File: src/logic/ptd_defines.svh
// timing figures, key codes and tone dividers of the dial sequencer
`ifndef PTD_DEFINES_SVH
`define PTD_DEFINES_SVH

// clock rates in kHz
`define PTD_CLK_KHZ        125000
`define PTD_REF_KHZ        560

// times in ms
`define PTD_HOOK_ON_MS     300
`define PTD_DEBOUNCE_MS    14
`define PTD_BREAK_LONG_MS  67
`define PTD_MAKE_SHORT_MS  33
`define PTD_BREAK_SHORT_MS 60
`define PTD_MAKE_LONG_MS   40
`define PTD_IDP_SHORT_MS   500
`define PTD_IDP_LONG_MS    800
`define PTD_TONE_ON_MS     100
`define PTD_TONE_OFF_MS    100

// key codes
`define PTD_KEY_STAR       4'hA
`define PTD_KEY_HASH       4'hB
`define PTD_KEY_FLASH      4'hC
`define PTD_KEY_REDIAL     4'hD
`define PTD_KEY_NONE       4'hF
`define PTD_KEY_MAX_DIGIT  4'h9
`define PTD_ZERO_BREAKS    4'hA

// redial store
`define PTD_STORE_DEPTH    32

// tone half periods in 560 kHz reference ticks
`define PTD_HALF_R1        9'h192
`define PTD_HALF_R2        9'h16C
`define PTD_HALF_R3        9'h149
`define PTD_HALF_R4        9'h12A
`define PTD_HALF_C1        9'h0E8
`define PTD_HALF_C2        9'h0D2
`define PTD_HALF_C3        9'h0BE

`endif

File: src/logic/ptd_pkg.sv
// types shared by the dial sequencer files
package ptd_pkg;

  // wiring of the mode-select strap
  typedef enum logic [2:0] {
    PTD_STRAP_VSS  = 3'h0,
    PTD_STRAP_COL1 = 3'h1,
    PTD_STRAP_COL2 = 3'h2,
    PTD_STRAP_COL3 = 3'h3,
    PTD_STRAP_TONE = 3'h4
  } ptd_strap_t;

  // dialling configuration taken at off-hook
  typedef struct packed {
    logic toneMode;
    logic idpLong;
    logic ratio32;
  } ptd_cfg_t;

  // decoded keypad contact
  typedef struct packed {
    logic       valid;
    logic [1:0] row;
    logic [1:0] col;
  } ptd_key_t;

endpackage

File: src/logic/ptd_hook_qualify.sv
// hook input synchroniser and on-hook qualifier
`timescale 1ns/100ps
`default_nettype none
`include "ptd_defines.svh"

module ptd_hook_qualify #(
  parameter int HOOK_CYC = `PTD_HOOK_ON_MS * `PTD_CLK_KHZ
) (
  // clock and reset
  input  wire logic clk,
  input  wire logic reset_n,
  // hook pin, high when off-hook
  input  wire logic hookRaw,
  // qualified on-hook state
  output logic      onHook
);

  localparam int CW = $clog2(HOOK_CYC + 1);

  logic          hookMeta;
  logic          hookSync;
  logic [CW-1:0] lowCount;
  logic [CW-1:0] next_lowCount;
  logic          next_onHook;

  // low time counter; short exchange drops never reach the limit
  always_comb begin
    next_lowCount = lowCount;
    next_onHook   = onHook;
    if (hookSync) begin
      next_lowCount = '0;
      next_onHook   = 1'b0;
    end else if (lowCount == CW'(HOOK_CYC)) begin
      next_onHook = 1'b1;
    end else begin
      next_lowCount = lowCount + 1'b1;
    end
  end

  // power-up assumes on-hook until the pin shows off-hook
  always_ff @(posedge clk) begin
    if (!reset_n) begin
      hookMeta <= 1'b0;
      hookSync <= 1'b0;
      lowCount <= '0;
      onHook   <= 1'b1;
    end else begin
      hookMeta <= hookRaw;
      hookSync <= hookMeta;
      lowCount <= next_lowCount;
      onHook   <= next_onHook;
    end
  end

endmodule

`default_nettype wire

File: src/logic/ptd_tone_synth.sv
// row and column square tones divided from a 560 kHz reference
`timescale 1ns/100ps
`default_nettype none
`include "ptd_defines.svh"

module ptd_tone_synth #(
  parameter int REF_DIV = `PTD_CLK_KHZ / `PTD_REF_KHZ
) (
  // clock and reset
  input  wire logic       clk,
  input  wire logic       reset_n,
  // tone request
  input  wire logic       toneOn,
  input  wire logic [1:0] rowSel,
  input  wire logic [1:0] colSel,
  // bit 0 row tone, bit 1 column tone
  output logic [1:0]      toneOut
);

  localparam int RW = $clog2(REF_DIV + 1);

  logic [RW-1:0] refCount;
  logic [RW-1:0] next_refCount;
  logic          refTick;

  // half period per group and index; the fourth column gets the third column's half period
  function automatic logic [8:0] halfPeriod(input logic isCol, input logic [1:0] idx);
    unique case ({isCol, idx})
      3'h0:    halfPeriod = `PTD_HALF_R1;
      3'h1:    halfPeriod = `PTD_HALF_R2;
      3'h2:    halfPeriod = `PTD_HALF_R3;
      3'h3:    halfPeriod = `PTD_HALF_R4;
      3'h4:    halfPeriod = `PTD_HALF_C1;
      3'h5:    halfPeriod = `PTD_HALF_C2;
      default: halfPeriod = `PTD_HALF_C3;
    endcase
  endfunction

  // reference prescaler, stopped between bursts to save current
  assign refTick = (refCount == '0);
  always_comb begin
    next_refCount = '0;
    if (toneOn) begin
      next_refCount = refTick ? RW'(REF_DIV - 1) : refCount - 1'b1;
    end
  end

  always_ff @(posedge clk) begin
    if (!reset_n) begin
      refCount <= '0;
    end else begin
      refCount <= next_refCount;
    end
  end

  // one divider per tone group; reference error scales both alike
  for (genvar g = 0; g < 2; g++) begin : gen_group
    logic [8:0] divCount;
    logic [8:0] next_divCount;
    logic       next_out;
    logic [1:0] sel;

    assign sel = (g == 0) ? rowSel : colSel;

    always_comb begin
      next_divCount = divCount;
      next_out      = toneOut[g];
      if (!toneOn) begin
        next_divCount = '0;
        next_out      = 1'b0;
      end else if (refTick) begin
        if (divCount == '0) begin
          next_divCount = halfPeriod(1'(g), sel) - 1'b1;
          next_out      = ~toneOut[g];
        end else begin
          next_divCount = divCount - 1'b1;
        end
      end
    end

    always_ff @(posedge clk) begin
      if (!reset_n) begin
        divCount   <= '0;
        toneOut[g] <= 1'b0;
      end else begin
        divCount   <= next_divCount;
        toneOut[g] <= next_out;
      end
    end
  end

endmodule

`default_nettype wire

File: src/logic/ptd_dial_sequencer.sv
// pulse and tone dial sequencer with hook qualification and redial store
// What this block does
// - on-hook stops dialling, keeps store only
// - on-hook after hook low over 300 ms
// - hook drops under 200 ms are ignored
// - mask low at once while hook low
// - reset clears the redial store
// - mask low through pulses and pauses
// - line pulse low breaks, high makes, pauses
// - line pulse rests low when not dialling
// - break lasts 60 or 67 ms
// - make lasts 40 or 33 ms
// - interdigit pause 500 or 800 ms
// - pause before train, one make after
// - mute high from key through tone
// - tone 100 ms on, 100 ms off
// - tones divided from 560 kHz reference
// - keys taken off-hook after 14 ms hold
// - ten pulses per second every option
// - strap sets mode, pause, ratio at off-hook
// - first star or hash switches to tone
`timescale 1ns/100ps
`default_nettype none
`include "ptd_defines.svh"

module ptd_dial_sequencer #(
  parameter int HOOK_CYC        = `PTD_HOOK_ON_MS * `PTD_CLK_KHZ,
  parameter int DEBOUNCE_CYC    = `PTD_DEBOUNCE_MS * `PTD_CLK_KHZ,
  parameter int BREAK_LONG_CYC  = `PTD_BREAK_LONG_MS * `PTD_CLK_KHZ,
  parameter int MAKE_SHORT_CYC  = `PTD_MAKE_SHORT_MS * `PTD_CLK_KHZ,
  parameter int BREAK_SHORT_CYC = `PTD_BREAK_SHORT_MS * `PTD_CLK_KHZ,
  parameter int MAKE_LONG_CYC   = `PTD_MAKE_LONG_MS * `PTD_CLK_KHZ,
  parameter int IDP_SHORT_CYC   = `PTD_IDP_SHORT_MS * `PTD_CLK_KHZ,
  parameter int IDP_LONG_CYC    = `PTD_IDP_LONG_MS * `PTD_CLK_KHZ,
  parameter int TONE_ON_CYC     = `PTD_TONE_ON_MS * `PTD_CLK_KHZ,
  parameter int TONE_OFF_CYC    = `PTD_TONE_OFF_MS * `PTD_CLK_KHZ
) (
  // clock and reset
  input  wire logic                clk,
  input  wire logic                reset_n,
  // hook and strap pins
  input  wire logic                hookSenseIn,
  input  wire ptd_pkg::ptd_strap_t selectStrap,
  // single contact keypad, active low
  input  wire logic [3:0]          keyRowN,
  input  wire logic [3:0]          keyColN,
  // line and speech circuit
  output logic                     speechMask,
  output logic                     lineLoopPulse,
  output logic                     muteOut,
  output logic                     toneRowOut,
  output logic                     toneColOut,
  // status
  output logic                     dialModeTone,
  output logic [5:0]               storedDigits
);

  localparam int TW = $clog2(IDP_LONG_CYC + 1);
  localparam int DW = $clog2(DEBOUNCE_CYC + 1);

  typedef enum logic [7:0] {
    ST_OFFLINE  = 8'h01,
    ST_IDLE     = 8'h02,
    ST_PREPAUSE = 8'h04,
    ST_BREAK    = 8'h08,
    ST_MAKE     = 8'h10,
    ST_POSTMAKE = 8'h20,
    ST_TONE_ON  = 8'h40,
    ST_TONE_OFF = 8'h80
  } ptd_state_t;

  // synchronised pins
  logic [3:0]          rowMeta, rowSync, colMeta, colSync;
  ptd_pkg::ptd_strap_t strapMeta, strapSync;

  // qualified hook
  logic onHook;

  // keypad debounce
  ptd_pkg::ptd_key_t keyNow, keyPrev, next_keyPrev;
  logic [DW-1:0]     keyCount, next_keyCount;
  logic              keyTaken, next_keyTaken;
  logic              keyStrobe;
  logic [3:0]        keyCodeNow;
  logic [2:0]        rowIdx, colIdx;

  // sequencer state
  ptd_state_t        state, next_state;
  logic [TW-1:0]     timer, next_timer;
  logic [3:0]        breaksLeft, next_breaksLeft;
  ptd_pkg::ptd_cfg_t cfg, next_cfg, strapCfg;
  logic [1:0]        toneRow, next_toneRow, toneCol, next_toneCol;
  logic              toneOn, next_toneOn;
  logic              maskReg, next_maskReg;
  logic              next_linePulse, next_mute;

  // redial store
  logic [3:0] store [`PTD_STORE_DEPTH];
  logic [3:0] next_store [`PTD_STORE_DEPTH];
  logic [5:0] next_storedDigits;
  logic       newCall, next_newCall;

  // index of the single low line, or invalid
  function automatic logic [2:0] lowIndex(input logic [3:0] linesN);
    unique case (linesN)
      4'hE:    lowIndex = 3'h4;
      4'hD:    lowIndex = 3'h5;
      4'hB:    lowIndex = 3'h6;
      4'h7:    lowIndex = 3'h7;
      default: lowIndex = 3'h0;
    endcase
  endfunction

  // keypad position to key code
  function automatic logic [3:0] keyCode(input logic [1:0] row, input logic [1:0] col);
    if (col == 2'h3) begin
      keyCode = (row == 2'h0) ? `PTD_KEY_FLASH :
                (row == 2'h1) ? `PTD_KEY_REDIAL : `PTD_KEY_NONE;
    end else if (row == 2'h3) begin
      keyCode = (col == 2'h0) ? `PTD_KEY_STAR :
                (col == 2'h1) ? 4'h0 : `PTD_KEY_HASH;
    end else begin
      keyCode = 4'(row * 3 + col + 1);
    end
  endfunction

  // strap decode
  function automatic ptd_pkg::ptd_cfg_t strapDecode(input ptd_pkg::ptd_strap_t s);
    strapDecode = '0;
    unique case (s)
      ptd_pkg::PTD_STRAP_VSS:  strapDecode.idpLong = 1'b1;
      ptd_pkg::PTD_STRAP_COL1: strapDecode.idpLong = 1'b0;
      ptd_pkg::PTD_STRAP_COL2: strapDecode.ratio32 = 1'b1;
      ptd_pkg::PTD_STRAP_COL3: strapDecode = '{toneMode: 1'b0, idpLong: 1'b1, ratio32: 1'b1};
      ptd_pkg::PTD_STRAP_TONE: strapDecode.toneMode = 1'b1;
      default:                 strapDecode = '0;
    endcase
  endfunction

  // pin synchronisers; nothing reads the first stage but the second
  always_ff @(posedge clk) begin
    if (!reset_n) begin
      rowMeta   <= 4'hF;
      rowSync   <= 4'hF;
      colMeta   <= 4'hF;
      colSync   <= 4'hF;
      strapMeta <= ptd_pkg::PTD_STRAP_VSS;
      strapSync <= ptd_pkg::PTD_STRAP_VSS;
    end else begin
      rowMeta   <= keyRowN;
      rowSync   <= rowMeta;
      colMeta   <= keyColN;
      colSync   <= colMeta;
      strapMeta <= selectStrap;
      strapSync <= strapMeta;
    end
  end

  ptd_hook_qualify #(
    .HOOK_CYC (HOOK_CYC)
  ) u_hook (
    .clk     (clk),
    .reset_n (reset_n),
    .hookRaw (hookSenseIn),
    .onHook  (onHook)
  );

  // key decode
  always_comb begin
    rowIdx       = lowIndex(rowSync);
    colIdx       = lowIndex(colSync);
    keyNow       = {rowIdx[2] & colIdx[2], rowIdx[1:0], colIdx[1:0]};
    keyCodeNow   = keyCode(keyPrev.row, keyPrev.col);
    strapCfg     = strapDecode(strapSync);
  end

  // debounce: one strobe per press, held off-hook for the full time
  always_comb begin
    next_keyPrev  = keyNow;
    next_keyCount = '0;
    next_keyTaken = 1'b0;
    keyStrobe     = 1'b0;
    if (!onHook && keyNow.valid && keyNow == keyPrev) begin
      next_keyTaken = keyTaken;
      next_keyCount = keyCount;
      if (keyCount != DW'(DEBOUNCE_CYC)) begin
        next_keyCount = keyCount + 1'b1;
      end else if (!keyTaken) begin
        keyStrobe     = 1'b1;
        next_keyTaken = 1'b1;
      end
    end
  end

  always_ff @(posedge clk) begin
    if (!reset_n) begin
      keyPrev  <= '0;
      keyCount <= '0;
      keyTaken <= 1'b0;
    end else begin
      keyPrev  <= next_keyPrev;
      keyCount <= next_keyCount;
      keyTaken <= next_keyTaken;
    end
  end

  // dialling sequencer; keys arriving mid-digit are dropped
  always_comb begin
    next_state        = state;
    next_timer        = (timer != '0) ? timer - 1'b1 : timer;
    next_breaksLeft   = breaksLeft;
    next_cfg          = cfg;
    next_toneRow      = toneRow;
    next_toneCol      = toneCol;
    next_newCall      = newCall;
    next_store        = store;
    next_storedDigits = storedDigits;
    if (onHook) begin
      next_state   = ST_OFFLINE;
      next_timer   = '0;
      next_cfg     = strapCfg;
      next_newCall = 1'b1;
    end else begin
      unique case (state)
        ST_OFFLINE: next_state = ST_IDLE;
        ST_IDLE: begin
          if (keyStrobe) begin
            if (keyCodeNow == `PTD_KEY_FLASH) begin
              next_cfg = strapCfg; // flash returns to initial mode
            end else if (cfg.toneMode && keyCodeNow <= `PTD_KEY_HASH) begin
              next_state   = ST_TONE_ON;
              next_timer   = TW'(TONE_ON_CYC - 1);
              next_toneRow = keyPrev.row;
              next_toneCol = keyPrev.col;
            end else if (keyCodeNow == `PTD_KEY_STAR || keyCodeNow == `PTD_KEY_HASH) begin
              next_cfg.toneMode = 1'b1;
            end else if (keyCodeNow <= `PTD_KEY_MAX_DIGIT) begin
              next_state      = ST_PREPAUSE;
              next_timer      = cfg.idpLong ? TW'(IDP_LONG_CYC - 1)
                                            : TW'(IDP_SHORT_CYC - 1);
              next_breaksLeft = (keyCodeNow == 4'h0) ? `PTD_ZERO_BREAKS : keyCodeNow;
              // a new call overwrites the stored number from the start
              if (newCall) begin
                next_store[0]     = keyCodeNow;
                next_storedDigits = 6'h01;
                next_newCall      = 1'b0;
              end else if (storedDigits != 6'(`PTD_STORE_DEPTH)) begin
                next_store[storedDigits[4:0]] = keyCodeNow;
                next_storedDigits             = storedDigits + 1'b1;
              end
            end
          end
        end
        ST_PREPAUSE: begin
          if (timer == '0) begin
            next_state = ST_BREAK;
            next_timer = cfg.ratio32 ? TW'(BREAK_SHORT_CYC - 1)
                                     : TW'(BREAK_LONG_CYC - 1);
          end
        end
        ST_BREAK: begin
          if (timer == '0) begin
            next_breaksLeft = breaksLeft - 1'b1;
            next_state      = (breaksLeft == 4'h1) ? ST_POSTMAKE : ST_MAKE;
            next_timer      = cfg.ratio32 ? TW'(MAKE_LONG_CYC - 1)
                                          : TW'(MAKE_SHORT_CYC - 1);
          end
        end
        ST_MAKE: begin
          if (timer == '0) begin
            next_state = ST_BREAK;
            next_timer = cfg.ratio32 ? TW'(BREAK_SHORT_CYC - 1)
                                     : TW'(BREAK_LONG_CYC - 1);
          end
        end
        ST_POSTMAKE: begin
          if (timer == '0) begin
            next_state = ST_IDLE;
          end
        end
        ST_TONE_ON: begin
          if (timer == '0) begin
            next_state = ST_TONE_OFF;
            next_timer = TW'(TONE_OFF_CYC - 1);
          end
        end
        ST_TONE_OFF: begin
          if (timer == '0) begin
            next_state = ST_IDLE;
          end
        end
      endcase
    end
  end

  // outputs follow the next state so each changes with it
  always_comb begin
    next_linePulse = next_state inside {ST_PREPAUSE, ST_MAKE, ST_POSTMAKE};
    next_maskReg   = next_state inside {ST_IDLE, ST_TONE_ON, ST_TONE_OFF};
    next_mute      = next_state inside {ST_TONE_ON, ST_TONE_OFF};
    next_toneOn    = (next_state == ST_TONE_ON);
  end

  // the store is only cleared here, never by the hook
  always_ff @(posedge clk) begin
    if (!reset_n) begin
      state         <= ST_OFFLINE;
      timer         <= '0;
      breaksLeft    <= '0;
      cfg           <= '0;
      toneRow       <= '0;
      toneCol       <= '0;
      toneOn        <= 1'b0;
      newCall       <= 1'b1;
      maskReg       <= 1'b0;
      lineLoopPulse <= 1'b0;
      muteOut       <= 1'b0;
      dialModeTone  <= 1'b0;
      storedDigits  <= '0;
      for (int i = 0; i < `PTD_STORE_DEPTH; i++) begin
        store[i] <= '0;
      end
    end else begin
      state         <= next_state;
      timer         <= next_timer;
      breaksLeft    <= next_breaksLeft;
      cfg           <= next_cfg;
      toneRow       <= next_toneRow;
      toneCol       <= next_toneCol;
      toneOn        <= next_toneOn;
      newCall       <= next_newCall;
      maskReg       <= next_maskReg;
      lineLoopPulse <= next_linePulse;
      muteOut       <= next_mute;
      dialModeTone  <= next_cfg.toneMode;
      storedDigits  <= next_storedDigits;
      store         <= next_store;
    end
  end

  // the raw pin gates the mask so a drop opens the speech path at once
  assign speechMask = maskReg & hookSenseIn;

  ptd_tone_synth u_tone (
    .clk     (clk),
    .reset_n (reset_n),
    .toneOn  (toneOn),
    .rowSel  (toneRow),
    .colSel  (toneCol),
    .toneOut ({toneColOut, toneRowOut})
  );

endmodule

`default_nettype wire

File: config.mk
export PLATFORM = sky130hd
export DESIGN_NAME = ptd_dial_sequencer
export DESIGN_NICKNAME = d
export VERILOG_FILES = /design/src/logic/ptd_pkg.sv /design/src/logic/ptd_hook_qualify.sv /design/src/logic/ptd_tone_synth.sv /design/src/logic/ptd_dial_sequencer.sv
export VERILOG_INCLUDE_DIRS = /design/src /design/src/logic
export SDC_FILE = /design/constraint.sdc
export NUM_CORES = 1
export LEC_CHECK = 0
export ABC_AREA = 1
export BUFFER_PORTS_ARGS = -buffer_cell sky130_fd_sc_hd__clkbuf_2
export CAP_MARGIN = 5
export CORE_ASPECT_RATIO = 0.9
export CORE_MARGIN = 4
export CORE_UTILIZATION = 60
export CTS_BUF_LIST = sky130_fd_sc_hd__clkbuf_8
export DETAILED_ROUTE_END_ITERATION = 12
export PLACE_DENSITY_LB_ADDON = 0.25
export SLEW_MARGIN = 20
export SYNTH_ARGS = -nofsm -noshare
export SYNTH_HDL_FRONTEND = slang
export SYNTH_SLANG_ARGS = --single-unit
File: constraint.sdc
create_clock -name clk -period 6.8 [get_ports clk]
set_clock_uncertainty 0.05 [all_clocks]
set_input_delay 0.68 -clock clk [delete_from_list [all_inputs] [get_ports clk]]
set_output_delay 0.68 -clock clk [all_outputs]
set_load 0.01 [all_outputs]
# == Yosys cells after proc, flatten, opt, wreduce, memory -nomap -nowiden ==
# Index checks and enable logic that the tools add are counted.
# totals
latchBits,0
romBits,0
output_inout_bits,12
elab_cells,220
ff_bits,163
n_memories,0
inputBits,14
ramBits,0
# classes
n_mul,1
magnitude_cmp,2
n_addsub,12
n_bitwise,10
div,0
n_eq_ne,48
muxes,69
shift,0
n_reduce_logical,43
# op_table
op,n
$mux 27,10
$pmux 27 s4,1
$mux 8,11
$mux 9,8
$pmux 8 s6,1
$mux 4,11
$eq 4x4->1 const B,9
$pmux 9 s4,1
$sub 9x1->9 const B,4
$logic_not 27->1,1
$reduce_bool 27->1,1
$sub 27x1->27 const B,1
$add 26x1->26 const B,1
$eq 26x26->1 const B,1
$pmux 3 s4,2
$mux 23,1
$add 21x1->21 const B,1
$ne 21x21->1 const B,1
$mux 20,1
$logic_not 9->1,2
$mux 6,3
$eq 8x2->1 const B,2
$eq 8x3->1 const B,2
$eq 8x5->1 const B,2
46 further kinds,107

# == Depth between registers and ports, before layout ==
# Gate-level depths: netlist of the first run.
# logic_depth
depth_word,15
depth_mapped,18
depth_no_buf,18

# == Modules after synthesis ==
# From an unflattened synthesis of the first run, not the netlist that was laid out.
# hier_totals
hier_cells,1509
hier_area_um2,9937.0
# modules_own_cells
mod,area_each_um2,seq_area_each_um2,cells_per_inst,instances
ptd_dial_sequencer,6591.3,2122.0,989,1
ptd_tone_synth,1674.1,560.5,239,1
ptd_hook_qualify,1671.6,580.6,281,1

# == Worst setup path before layout of the first run ==
# Ideal clock, no wire load.
# synth_path
kind,reg-to-reg
start,register keyPrev[2] in the netlist's numbering
end,register timer[11]
setup_slack_ps,4071
period_less_slack_ps,2729
setup_time_ps,110
path_stages_with_launch,18
arrival_time_ps,2569
required_time_ps,6640
path_buffers,0
cell_sequence,dfxtp_1 -> fa_1 -> fa_1 -> o21ai_0 -> a21o_1 -> nand2_1 -> nand2_1 -> inv_2 -> nor2_8 -> nand2_2 -> inv_2 -> nand4_2 -> nand2_1 -> inv_1 -> nand2_1 -> nand3_1 -> nand2_1 -> inv_1
# synth_between
elab_chain_len,12
word_cells_on_any_way,26
cone_classes,add/sub: 2; mul: 1; order compare: 2; eq/ne: 6; mux: 11; reduce/logical: 4
# synth_rtl
item,line,rtl
from (decl),ptd_dial_sequencer.sv:80,"ptd_pkg::ptd_key_t keyNow, keyPrev, next_keyPrev;"
from (signal assigned),ptd_dial_sequencer.sv:201,keyPrev <= next_keyPrev;
$mul 2x2->4,ptd_dial_sequencer.sv:123,keyCode = 4'(row * 3 + col + 1);
$add 4x2->4,ptd_dial_sequencer.sv:123,
$add 4x1->4,ptd_dial_sequencer.sv:123,
$mux 4,ptd_dial_sequencer.sv:119,end else if (row == 2'h3) begin
$mux 4,ptd_dial_sequencer.sv:116,if (col == 2'h3) begin
$le 4x4->1 (no source line) or $eq 4x4->1 (tied branches),n/a,
$mux 27 or $logic_or 1x1->1 (tied branches),n/a,
$mux 27,ptd_dial_sequencer.sv:235,end else if (keyCodeNow == `PTD_KEY_STAR || keyCodeNow == `PTD_KEY_HASH) begin
$mux 27,ptd_dial_sequencer.sv:230,end else if (cfg.toneMode && keyCodeNow <= `PTD_KEY_HASH) begin
$mux 27,ptd_dial_sequencer.sv:228,if (keyCodeNow == `PTD_KEY_FLASH) begin
$mux 27 *,ptd_dial_sequencer.sv:227,if (keyStrobe) begin
$pmux 27 s4 *,ptd_dial_sequencer.sv:224,unique case (state)
to (signal assigned),ptd_dial_sequencer.sv:325,timer <= next_timer;
to (decl),ptd_dial_sequencer.sv:89,"logic [TW-1:0] timer, next_timer;"
# Every way passes the cells marked *; elsewhere a longest branch is shown, timed or not.
# A chain may end at the register's enable or synchronous reset.

# == Worst setup path after layout of the first run ==
# layout_path
start,register keyPrev[2] in the netlist's numbering
end,register maskReg
# layout_between
elab_chain_len,15
word_cells_on_any_way,31
cone_classes,add/sub: 2; mul: 1; order compare: 2; eq/ne: 9; mux: 12; reduce/logical: 5
# layout_rtl
item,line,rtl
$mul 2x2->4,ptd_dial_sequencer.sv:123,
$add 4x2->4,ptd_dial_sequencer.sv:123,
$add 4x1->4,ptd_dial_sequencer.sv:123,
$mux 4,ptd_dial_sequencer.sv:119,
$mux 4,ptd_dial_sequencer.sv:116,
$le 4x4->1 (no source line) or $eq 4x4->1 (tied branches),n/a,
$mux 8 or $logic_or 1x1->1 (tied branches),n/a,
$mux 8,ptd_dial_sequencer.sv:235,
$mux 8,ptd_dial_sequencer.sv:230,
$mux 8,ptd_dial_sequencer.sv:228,
$mux 8 *,ptd_dial_sequencer.sv:227,
$pmux 8 s6 *,ptd_dial_sequencer.sv:224,
$mux 8 *,ptd_dial_sequencer.sv:218,if (onHook) begin
"$eq 8x2->1, or another cell as far along",ptd_dial_sequencer.sv:299,"next_maskReg = next_state inside {ST_IDLE, ST_TONE_ON, ST_TONE_OFF};"
$reduce_bool 3->1 *,ptd_dial_sequencer.sv:299,
to (signal assigned),ptd_dial_sequencer.sv:332,maskReg <= next_maskReg;
to (decl),ptd_dial_sequencer.sv:94,"logic maskReg, next_maskReg;"
# Marks and branches as above.

==> insert_results.sql, run 1 <==
INSERT INTO impl_metrics (metric_group, metric, value, unit) VALUES
('logic_synthesis', 'synth_common_cells', '254 x sky130_fd_sc_hd__nand2_1, 197 x sky130_fd_sc_hd__inv_1, 163 x sky130_fd_sc_hd__dfxtp_1', ''),
('cells_and_area', 'fin_cells', '1561', ''),
('sta', 'layout_setup_ws', '3700', 'ps'),
('clock_network', 'cts_num_sinks', '163', ''),
('placed_design', 'dp_cells', '1529', ''),
('logic_synthesis', 'synth.area.mux_share', '0', '%'),
('logic_synthesis', 'synth-xor-area-share', '3.23', '%'),
('routing', 'drt-initial-drc-count', '696', ''),
('sta', 'min_period', '3100', 'ps'),
('status', 'outcome', 'complete, no violations', ''),
('clock_network', 'cts-buffers-inserted', '17', ''),
('floorplan', 'die_area', '0.0174', 'sq mm'),
('cells_and_area', 'final_net_count', '1390', ''),
('logic_synthesis', 'fraction_of_the_mapped_netlist_area_in_compound_gates', '13.0', '%'),
('routing', 'remaining_drc_errors', '0', ''),
('floorplan', 'dieWidth', '139', 'um'),
('critical_path', 'critical-path-top-cell-by-count', 'sky130_fd_sc_hd__nand2_1', ''),
('sta', 'slew_violations', '0', ''),
('critical_path', 'critical_path.cell_chain', 'fa_1 > fa_1 > o21ai_0 > a21o_1 > nand2_1 > nand2_1 > nand2_1 > inv_1 > nor2_1 > o21ai_1 > o211ai_1 > nand2_1 > o21ai_1', ''),
('logic_synthesis', 'syn-instance-count', '1322', ''),
('logic_synthesis', 'most_area_hungry_cell_type_in_the_yosys_netlist', 'sky130_fd_sc_hd__dfxtp_1', ''),
('sta', 'max_freq', '0.322', 'GHz'),
('cells_and_area', 'area_growth', '7.73', '%'),
('worst_hold_path', 'hold_depth', '2', ''),
('critical_path', 'timing.setup.critical_path_class', 'flop to flop', ''),
('logic_synthesis', 'synth.distinct_cells', '59', ''),
('cells_and_area', 'post-route-cell-area', '0.00992', 'sq mm'),
('global_route', 'grt_util_all_layers', '24.9', '%'),
('floorplan', 'die_h', '126', 'um'),
('routing', 'total_routed_wirelength', '21300', 'um'),
('cells_and_area', 'multiInputGateArea', '0.00502', 'sq mm'),
('critical_path', 'max_stage_delay', '520', 'ps'),
('cells_and_area', 'final_layout_size_suffix_gt1_share', '12.8', '%'),
('logic_synthesis', 'synth.yosys.seq_area_share', '35.4', '%'),
('global_route', 'grt_antenna_before_repair', '0', ''),
('logic_synthesis', 'synthArstFlopShare', '0', '%'),
('sta', 'report.final.setup_viol', '0', ''),
('floorplan', 'ios', '26', ''),
('clock_network', 'cts.htree.levels', '4', ''),
('logic_synthesis', 'synthDominantCellAreaShare', '35.4', '%'),
('sta', 'tightestPinTransition', '633', 'ps'),
('critical_path', 'timing.critical_path.to_type', 'flop', ''),
('placed_design', 'pre_cts_ws', '3750', 'ps'),
('global_route', 'global_route.overflow_total', '0', ''),
('worst_hold_path', 'hold_path.class', 'primary input to flop', ''),
('logic_synthesis', 'post_synth_and_or_nand_nor_area_fraction', '34.6', '%'),
('critical_path', 'crit_required', '7100', 'ps'),
('logic_synthesis', 'yosys_warnings', '0', ''),
('clock_network', 'clock_latency_on_the_worst_skew_pair', '470', 'ps'),
('routing', 'drt-wirelength-per-cell', '13.6', 'um'),
('logic_synthesis', 'synth_ff_type', 'sky130_fd_sc_hd__dfxtp_1', ''),
('critical_path', 'crit_arrival', '3400', 'ps'),
('global_route', 'largest_net_degree_at_the_start_of_global_routing', '42', ''),
('logic_synthesis', 'synth_top_family_by_area', 'simple AND/OR/NAND/NOR gates', ''),
('placed_design', 'place_area', '0.00950', 'sq mm'),
('placed_design', 'buffer_ports.inserted', '25', ''),
('global_route', 'grt_pass1_vias', '7735', ''),
('global_route', 'grt_pass1_wl', '36300', 'um'),
('clock_network', 'postCtsResizedCells', '0', ''),
('logic_synthesis', 'count_of_flip_flops_with_a_built_in_enable_after_synthesis', '0', ''),
('clock_network', 'cts-hold-fix-buffers', '0', ''),
('cells_and_area', 'num_antenna_cells', '0', ''),
('sta', 'rsz_0062_raised_after_global_routing', 'no', ''),
('routing', 'detailedRoute.firstPassIterationCount', '7', ''),
('clock_network', 'ctsLongestPathBuffers', '2', ''),
('clock_network', 'cts_post_setup_buffers_inserted', '0', ''),
('sta', 'timing_hold_violations_final', '0', ''),
('logic_synthesis', 'postSynthAreaPerCell', '6.97', 'sq um'),
('clock_network', 'tritoncts', 'yes', ''),
('critical_path', 'critical-path-slowest-cell', 'sky130_fd_sc_hd__fa_1', ''),
('sta', 'slew-limit-headroom', '57.5', '%');
## path summary, 6_finish.rpt
path                              startpoint           end
worst max-delay path              keyPrev[2]       maskReg
worst min-delay path              keyColN[1]    colMeta[1]
worst max register to register    keyPrev[2]       maskReg
worst min register to register  strapMeta[0]  strapSync[0]
## cell type report
class	count	area share [%]
flip-flops and latches	163	32.9
clock buffers	21	2.91
multi-input cells	923	50.6
repair buffers	28	1.49
well taps	198	2.50
inverters	217	8.25
clock inverters	11	1.36
## placed cells by master (no fill, tap or decap), types with 7 or more instances in the layout
cell,netlist,routed
sky130_fd_sc_hd__nand2_1,254,254
sky130_fd_sc_hd__inv_1,197,201
sky130_fd_sc_hd__dfxtp_1,163,163
sky130_fd_sc_hd__nor2_1,155,155
sky130_fd_sc_hd__a21oi_1,81,81
sky130_fd_sc_hd__nand3_1,64,64
sky130_fd_sc_hd__o21ai_0,63,63
sky130_fd_sc_hd__nor3_1,31,31
sky130_fd_sc_hd__nand4_1,30,30
sky130_fd_sc_hd__clkbuf_2,0,25
sky130_fd_sc_hd__ha_1,24,24
sky130_fd_sc_hd__or2_2,22,22
sky130_fd_sc_hd__xor2_1,21,21
sky130_fd_sc_hd__clkbuf_8,0,21
sky130_fd_sc_hd__nor2_2,20,20
sky130_fd_sc_hd__o21ai_1,18,18
sky130_fd_sc_hd__nand2_2,13,13
sky130_fd_sc_hd__inv_2,13,13
sky130_fd_sc_hd__xnor2_1,13,13
sky130_fd_sc_hd__nor4_1,10,10
sky130_fd_sc_hd__a31oi_1,9,9
sky130_fd_sc_hd__nand3b_1,7,7
sky130_fd_sc_hd__a211oi_1,7,7
## logic make-up after synthesis
kind of cell / count (synthesis)
AOI/OAI and AO/OA: 211
xor gates and xnor gates: 34
buffers and inverters: 236
DFF: 163
and+or+nand+nor: 652
adders and majority gates: 26
## worst max-delay path, delay by kind of cell, from the launching register on
family / cells / cell delay (ps)
AO/OA/AOI/OAI: 5 / 720
adder cells (fa/ha/maj): 2 / 940
buffers and inverters: 1 / 210
flip-flops: 1 / 500
AND/OR/NAND/NOR: 5 / 550
## state kept, by name (all words and copies together) (netlist names), 4 cells and up
| signal | flops |
|---|---|
| rowMeta | 4 |
| keyPrev | 5 |
| timer | 27 |
| keyCount | 21 |
| rowSync | 4 |
| colSync | 4 |
| u_tone.refCount | 8 |
| u_tone.gen_group.divCount | 18 |
| state | 8 |
| storedDigits | 6 |
| breaksLeft | 4 |
| u_hook.lowCount | 26 |
| colMeta | 4 |
## metal layers
layer | GRT usage (%) | wire [um]
met1 | 35.3 | 9930
met2 | 37.5 | 9040
met3 | 6.87 | 2050
met4 | 6.57 | 265
met5 | 0 | 0
## metrics by stage
step           hold slack [ps]  util [%]  power, mW
3_5_place_dp               346      63.9       2.39
6_report                   333      66.7       3.18
5_1_grt                    327      66.7       3.38
3_3_place_gp               345      63.9       2.41
4_1_cts                    317      66.7       3.15
2_1_floorplan              340         -       2.11
## power by group
part	internal, mW	switching, mW
sequential	1.02	0.0685
clock	0.398	0.360
combinational	0.433	0.896
Power figures use the tool's default switching activity.
==> run 2, diff against run 1 <==
- CORE_UTILIZATION: 60 -> 59
- clock period: 6.8 -> 2.75 ns (I/O delays scaled with it)
==> run 2 against run 1 <==
Effect of this change: register-to-register slack got worse by 3700 ps; global-route usage increased by 0.72 points; sequential cell count unchanged; total power increased by 150%; final area increased by 5.0%; critical endpoint is now timer[11].
==> insert_results.sql, run 2 (synthesis results as in run 1) <==
INSERT INTO impl_metrics (metric_group, metric, value, unit) VALUES
('status', 'outcome', 'complete, no violations', ''),
('cells_and_area', 'commonest_non_fill_non_tap_cell_in_the_layout', 'sky130_fd_sc_hd__nand2_1', ''),
('routing', 'drt-initial-drc-count', '831', ''),
('global_route', 'grt_util_all_layers', '25.6', '%'),
('clock_network', 'tritoncts', 'yes', ''),
('clock_network', 'cts-buffers-inserted', '17', ''),
('critical_path', 'crit_arrival', '3050', 'ps'),
('sta', 'min_period', '2740', 'ps'),
('global_route', 'grt_pass1_vias', '8102', ''),
('critical_path', 'timing.setup.critical_path_class', 'flop to flop', ''),
('critical_path', 'critical-path-top-cell-by-count', 'sky130_fd_sc_hd__nand2_1', ''),
('cells_and_area', 'final_core_utilization', '67.7', '%'),
('routing', 'detailedRoute.firstPassIterationCount', '6', ''),
('worst_hold_path', 'hold_path.class', 'primary input to flop', ''),
('global_route', 'met1_usage', '34.3', '%'),
('floorplan', 'initial_core_util', '59.9', '%'),
('clock_network', 'root_buffer', 'sky130_fd_sc_hd__clkbuf_8', ''),
('routing', 'antenna_violating_nets_post_route', '0', ''),
('global_route', 'largest_net_degree_at_the_start_of_global_routing', '33', ''),
('cells_and_area', 'regMostFlops', 'timer', ''),
('floorplan', 'core', '0.0154', 'sq mm'),
('critical_path', 'cp_max_fo', '8', ''),
('placed_design', 'buffer_ports.inserted', '25', ''),
('cells_and_area', 'largest_registers', 'timer (27), u_hook.lowCount (26), keyCount (21)', ''),
('sta', 'report.final.setup_viol', '0', ''),
('floorplan', 'die_area', '0.0177', 'sq mm'),
('floorplan', 'die_h', '127', 'um'),
('cells_and_area', 'fill_cells', '1350', ''),
('routing', 'total_routed_wirelength', '22400', 'um'),
('critical_path', 'crit_buf_inv', '4', ''),
('sta', 'max_freq', '0.365', 'GHz'),
('sta', 'rsz_0062_raised_after_global_routing', 'yes', ''),
('cells_and_area', 'final_net_count', '1434', ''),
('placed_design', 'finalWeightedCongestion', '1.00', ''),
('sta', 'tightestPinTransition', '545', 'ps'),
('cells_and_area', 'largest_register_ffs', '27', ''),
('sta', 'slew_violations', '0', ''),
('pwr', 'leakage', '4.86', 'nW'),
('routing', 'detailroute.via_count', '8697', ''),
('routing', 'drt-wirelength-per-cell', '13.9', 'um'),
('critical_path', 'timing.critical_path.to_type', 'flop', ''),
('sta', 'slew-limit-headroom', '63.4', '%'),
('clock_network', 'cts_num_sinks', '163', ''),
('global_route', 'global_route.overflow_total', '0', ''),
('clock_network', 'clk_transition_reported_paths', '90', 'ps'),
('routing', 'remaining_drc_errors', '0', ''),
('global_route', 'use_met3', '5.47', '%'),
('sta', 'timing_hold_violations_final', '0', ''),
('cells_and_area', 'multiInputGateArea', '0.00519', 'sq mm'),
('routing', 'detail_route.vias_per_cell', '5.41', ''),
('global_route', 'grt_antenna_before_repair', '0', ''),
('floorplan', 'ios', '26', ''),
('floorplan', 'dieWidth', '140', 'um'),
('placed_design', 'place_hpwl', '16600', 'um'),
('cells_and_area', 'post-route-cell-area', '0.0104', 'sq mm'),
('global_route', 'grt_most_used_layer', 'met2', ''),
('pwr', 'p_per_area', '760', 'mW/mm^2'),
('global_route', 'grt_pass1_wl', '38000', 'um'),
('clock_network', 'ctsLongestPathBuffers', '2', ''),
('cells_and_area', 'regArea', '0.00327', 'sq mm'),
('flow_run', 'max_cap_viols', '0', ''),
('global_route', 'grt_util_met2', '41.3', '%'),
('sta', 'fraction_of_the_cycle_the_final_worst_path_needs', '99.6', '%'),
('cells_and_area', 'num_antenna_cells', '0', ''),
('critical_path', 'startpoint_types', 'flop', ''),
('critical_path', 'crit_required', '3070', 'ps'),
('critical_path', 'critical_path.top_delay_family', 'adder cells', ''),
('cells_and_area', 'area_growth', '13.1', '%'),
('pwr', 'totalPowerFinal', '7.91', 'mW'),
('placed_design', 'place_area', '0.00970', 'sq mm'),
('cells_and_area', 'final_layout_size_suffix_gt1_share', '17.4', '%'),
('critical_path', 'critical-path-slowest-cell', 'sky130_fd_sc_hd__fa_2', ''),
('floorplan', 'std_cell_rows', '43', ''),
('critical_path', 'critical_path.cell_chain', 'fa_2 > fa_2 > nand3_2 > nand3_4 > nand2_2 > inv_2 > nor2_8 > nand2_4 > inv_4 > nand4_4 > nand2_1 > inv_1 > nand2_1 > nand3_1 > nand2_1 > inv_1', ''),
('pwr', 'ir_drop', '0.914', 'mV'),
('sta', 'fin_hold_ws', '270', 'ps'),
('critical_path', 'max_stage_delay', '610', 'ps'),
('clock_network', 'cts.htree.levels', '4', ''),
('cells_and_area', 'layout_common_cells', '245 x sky130_fd_sc_hd__nand2_1, 194 x sky130_fd_sc_hd__inv_1, 161 x sky130_fd_sc_hd__dfxtp_1', ''),
('clock_network', 'clock_latency_on_the_worst_skew_pair', '460', 'ps');
run 2: changes by cell type in the layout (fill, tap and decap cells not counted), moves of 5 or more:
| cell | before | now |
|---|---|---|
| sky130_fd_sc_hd__a21oi_1 | 81 | 76 |
| sky130_fd_sc_hd__nand2_1 | 254 | 245 |
| sky130_fd_sc_hd__nor2_2 | 20 | 25 |
| sky130_fd_sc_hd__nand2_2 | 13 | 19 |
| sky130_fd_sc_hd__buf_4 | 3 | 35 |
| sky130_fd_sc_hd__nand3_1 | 64 | 58 |
| sky130_fd_sc_hd__a21oi_2 | 1 | 6 |
| sky130_fd_sc_hd__inv_1 | 201 | 194 |
| sky130_fd_sc_hd__dlygate4sd3_1 | 0 | 12 |
| sky130_fd_sc_hd__nor2_1 | 155 | 149 |
run 2: stage by stage:
| stage | TNS [ps] | cells | worst slack, ps |
|---|---|---|---|
| 2_1_floorplan | 0 | 1322 | 20.9 |
| 3_3_place_gp | -17.9 | 1559 | -17.9 |
| 5_1_grt | -2660 | 1609 | -180 |
| 3_5_place_dp | -202 | 1559 | -78.7 |
| 4_1_cts | -147 | 1604 | -32.0 |
| 6_report | 0 | 1609 | 11.6 |
run 2: repair_timing:
| item | 4_1_cts | 5_1_grt |
|---|---|---|
| gates resized for setup | 4 | 46 |
| endpoints found under the setup margin | 14 | 50 |
| hold buffers | 12 | 0 |
| hold endpoints to repair | 12 | 0 |
| setup buffers | 1 | 5 |
| pin swaps | 3 | 16 |
| cloned | 0 | 0 |
run 2: final timing paths:
path | startpoint | end | slack (ps) | cells past startpoint
worst max register to register | keyPrev[2] | timer[11] | 10 | 16
worst max-delay path | keyPrev[2] | timer[11] | 10 | 16
worst min register to register | colMeta[1] | colSync[1] | 370 | 1
worst min-delay path | reset_n | strapSync[2] | 270 | 3
run 2: final cells by class:
cell class	instances	area share, %
clock inverter	14	1.23
inverter	217	7.93
clock buffer	18	2.38
timing repair buffer	72	4.88
multi-input combinational	923	49.8
sequential	163	31.3
tap	202	2.43
run 2: report_power, final:
group	leakage, nW	total (mW)	switching [mW]	internal [mW]
Sequential	1.32	2.69	0.170	2.52
Clock	0.183	1.71	0.959	0.749
Combinational	3.35	3.51	2.28	1.23
Total	4.86	7.91	3.41	4.50
run 2: layer usage:
layer  wire length, um  vias up
li1                  -     4422
met1             10200     3962
met2             10100      266
met3              1610       47
met4               420        0
met5                 0        -
run 2: tightest hold or removal path: cells and delay by family:
kind,cells,cell delay [ps]
buffers and inverters,2,320
and+or+nand+nor,1,130
==> run 3, diff against run 2 <==
- CORE_MARGIN: 4 -> unset
- CORE_UTILIZATION: 59 -> 45
==> run 3 against run 2 <==
Effect of this change: critical path type unchanged; register-to-register slack improved by 20 ps; final area increased by 1.0%; cell count increased by 3.0%; utilization decreased by 15 points; maximum frequency increased by 0.85%; first-iteration DRC count decreased by 43%; worst setup slack improved by 23 ps; via count decreased by 3.9%.
==> insert_results.sql, run 3 (synthesis results as in run 1) <==
INSERT INTO impl_metrics (metric_group, metric, value, unit) VALUES
('status', 'outcome', 'complete, no violations', ''),
('cells_and_area', 'layout_common_cells', '242 x sky130_fd_sc_hd__nand2_1, 196 x sky130_fd_sc_hd__inv_1, 161 x sky130_fd_sc_hd__dfxtp_1', ''),
('pwr', 'clock_power_share', '23.1', '%'),
('pwr', 'internal_pwr_total', '4.73', 'mW'),
('clock_network', 'root_buffer', 'sky130_fd_sc_hd__clkbuf_8', ''),
('sta', 'totalNegativeSetupSlack', '0', 'ps'),
('placed_design', 'finalWeightedCongestion', '0.918', ''),
('pwr', 'p_per_area', '764', 'mW/mm^2'),
('placed_design', 'place_area', '0.00974', 'sq mm'),
('sta', 'slew-limit-headroom', '64.6', '%'),
('clock_network', 'clk_transition_reported_paths', '80', 'ps'),
('critical_path', 'timing.setup.critical_path_class', 'flop to flop', ''),
('cells_and_area', 'fin_cells', '1658', ''),
('critical_path', 'crit_required', '3020', 'ps'),
('cells_and_area', 'final_layout_size_suffix_gt1_share', '17.1', '%'),
('routing', 'drt-wirelength-per-cell', '13.2', 'um'),
('pwr', 'combinationalPowerShare', '43.5', '%'),
('floorplan', 'core', '0.0200', 'sq mm'),
('sta', 'tightestPinTransition', '527', 'ps'),
('critical_path', 'cp_max_fo', '8', ''),
('routing', 'antenna_violating_nets_post_route', '0', ''),
('worst_hold_path', 'hold_path.class', 'primary input to flop', ''),
('critical_path', 'crit_arrival', '2990', 'ps'),
('sta', 'fraction_of_the_cycle_the_final_worst_path_needs', '98.7', '%'),
('cells_and_area', 'largest_register_ffs', '27', ''),
('clock_network', 'cts-buffers-inserted', '17', ''),
('pwr', 'ir_drop', '0.457', 'mV'),
('sta', 'layout_setup_ws', '34.6', 'ps'),
('cells_and_area', 'fill_cells', '1971', ''),
('routing', 'detailroute.via_count', '8358', ''),
('pwr', 'netSwitchingFraction', '41.3', '%'),
('pwr', 'share_seq_of_total_power', '33.4', '%'),
('floorplan', 'std_cell_rows', '49', ''),
('sta', 'max_freq', '0.368', 'GHz'),
('cells_and_area', 'post-route-cell-area', '0.0105', 'sq mm'),
('placed_design', 'place_hpwl', '16400', 'um'),
('clock_network', 'tritoncts', 'yes', ''),
('routing', 'remaining_drc_errors', '0', ''),
('global_route', 'grt_util_all_layers', '21.4', '%'),
('sta', 'rsz_0062_raised_after_global_routing', 'yes', ''),
('sta', 'report.final.setup_viol', '0', ''),
('floorplan', 'die_h', '138', 'um'),
('critical_path', 'startpoint_types', 'flop', ''),
('placed_design', 'pre_cts_ws', '-19.6', 'ps'),
('clock_network', 'clock_latency_on_the_worst_skew_pair', '460', 'ps'),
('pwr', 'power.net_switching', '3.32', 'mW'),
('clock_network', 'ctsLongestPathBuffers', '2', ''),
('cells_and_area', 'commonest_non_fill_non_tap_cell_in_the_layout', 'sky130_fd_sc_hd__nand2_1', ''),
('floorplan', 'dieWidth', '153', 'um'),
('global_route', 'largest_net_degree_at_the_start_of_global_routing', '38', ''),
('cells_and_area', 'area_growth', '14.2', '%'),
('floorplan', 'initial_core_util', '45.9', '%'),
('flow_run', 'max_cap_viols', '0', ''),
('clock_network', 'cts_num_sinks', '163', ''),
('cells_and_area', 'largest_registers', 'timer (27), u_hook.lowCount (26), keyCount (21)', ''),
('global_route', 'grt_pass1_wl', '36400', 'um'),
('global_route', 'global_route.overflow_total', '0', ''),
('global_route', 'grt_pass1_vias', '7571', ''),
('critical_path', 'timing.critical_path.to_type', 'flop', ''),
('floorplan', 'die_area', '0.0210', 'sq mm'),
('cells_and_area', 'regMostFlops', 'timer', ''),
('placed_design', 'buffer_ports.inserted', '25', ''),
('global_route', 'grt_antenna_before_repair', '0', ''),
('sta', 'timing_hold_violations_final', '0', ''),
('floorplan', 'ios', '26', ''),
('routing', 'detailedRoute.firstPassIterationCount', '8', ''),
('placed_design', 'dp_cells', '1608', ''),
('pwr', 'leakage', '4.89', 'nW'),
('routing', 'drt-initial-drc-count', '476', ''),
('routing', 'total_routed_wirelength', '21900', 'um'),
('cells_and_area', 'num_antenna_cells', '0', ''),
('clock_network', 'cts.htree.levels', '4', ''),
('cells_and_area', 'final_net_count', '1432', ''),
('routing', 'detail_route.vias_per_cell', '5.04', ''),
('sta', 'min_period', '2720', 'ps'),
('pwr', 'totalPowerFinal', '8.04', 'mW'),
('sta', 'slew_violations', '0', '');
[run 3: final timing paths]
| kind | end | start | cells after the start | slack, ps |
|---|---|---|---|---|
| hold / removal | strapMeta[1] | reset_n | 3 | 290 |
| setup reg to reg | timer[18] | keyPrev[3] | 14 | 30 |
| setup / recovery | timer[18] | keyPrev[3] | 14 | 30 |
| hold reg to reg | rowSync[3] | rowMeta[3] | 1 | 360 |
[run 3: final cells by class]
type	instances	area (sq um)	share of cell area, %
multi-input combinational	923	5200	49.4
clock inverter	9	129	1.22
tap	255	319	3.03
inverter	217	823	7.82
sequential	163	3270	31.0
timing repair buffer	70	500	4.76
clock buffer	21	289	2.75
[run 3: through the flow]
| stage | hold WS (ps) | utilization [%] |
|---|---|---|
| floorplan | 318 | - |
| global placement | 349 | 48.6 |
| detailed placement | 351 | 48.6 |
| CTS | 248 | 51.3 |
| global route | 281 | 52.5 |
| finish | 287 | 52.5 |
[run 3: worst max-delay path, stage by stage, from the launching register on]
cell	delay (ps)
sky130_fd_sc_hd__dfxtp_2	340
sky130_fd_sc_hd__fa_1	590
sky130_fd_sc_hd__fa_2	460
sky130_fd_sc_hd__nand3_2	100
sky130_fd_sc_hd__nand3_4	90
sky130_fd_sc_hd__nand2_2	90
sky130_fd_sc_hd__inv_2	60
sky130_fd_sc_hd__nor2_8	190
sky130_fd_sc_hd__nand2_4	80
sky130_fd_sc_hd__inv_4	80
sky130_fd_sc_hd__nand4_4	110
sky130_fd_sc_hd__nand2_1	90
sky130_fd_sc_hd__nand2_1	70
sky130_fd_sc_hd__a21oi_2	130
sky130_fd_sc_hd__nor2_1	50
[run 3: power by group through the flow]
stage                     Sequential, mW  Clock, mW  Combinational [mW]
final                               2.69       1.85                3.50
after global placement              2.74          0                3.34
after global routing                2.71       2.01                3.88
after detailed placement            2.74          0                3.34
after floorplan                     2.69          0                2.53
after CTS                           2.68       1.91                3.37
[run 3: metal layers]
metal / global-route usage [%] / part of all wire (%) / vias to the layer above
met1: 28.9 / 49 / 3742
met3: 5.16 / 5.8 / 24
met2: 34.1 / 44 / 176
met4: 5.95 / 1.4 / 0
met5: 0 / 0 / -
li1: - / - / 4416
[run 3: repair_timing]
action                                 4_1_cts  5_1_grt
endpoints found under the hold margin       12        0
pin swaps                                    3       13
hold buffers                                12        0
resized for setup                            5       48
setup endpoints to repair                   12       40
setup buffers                                1        7
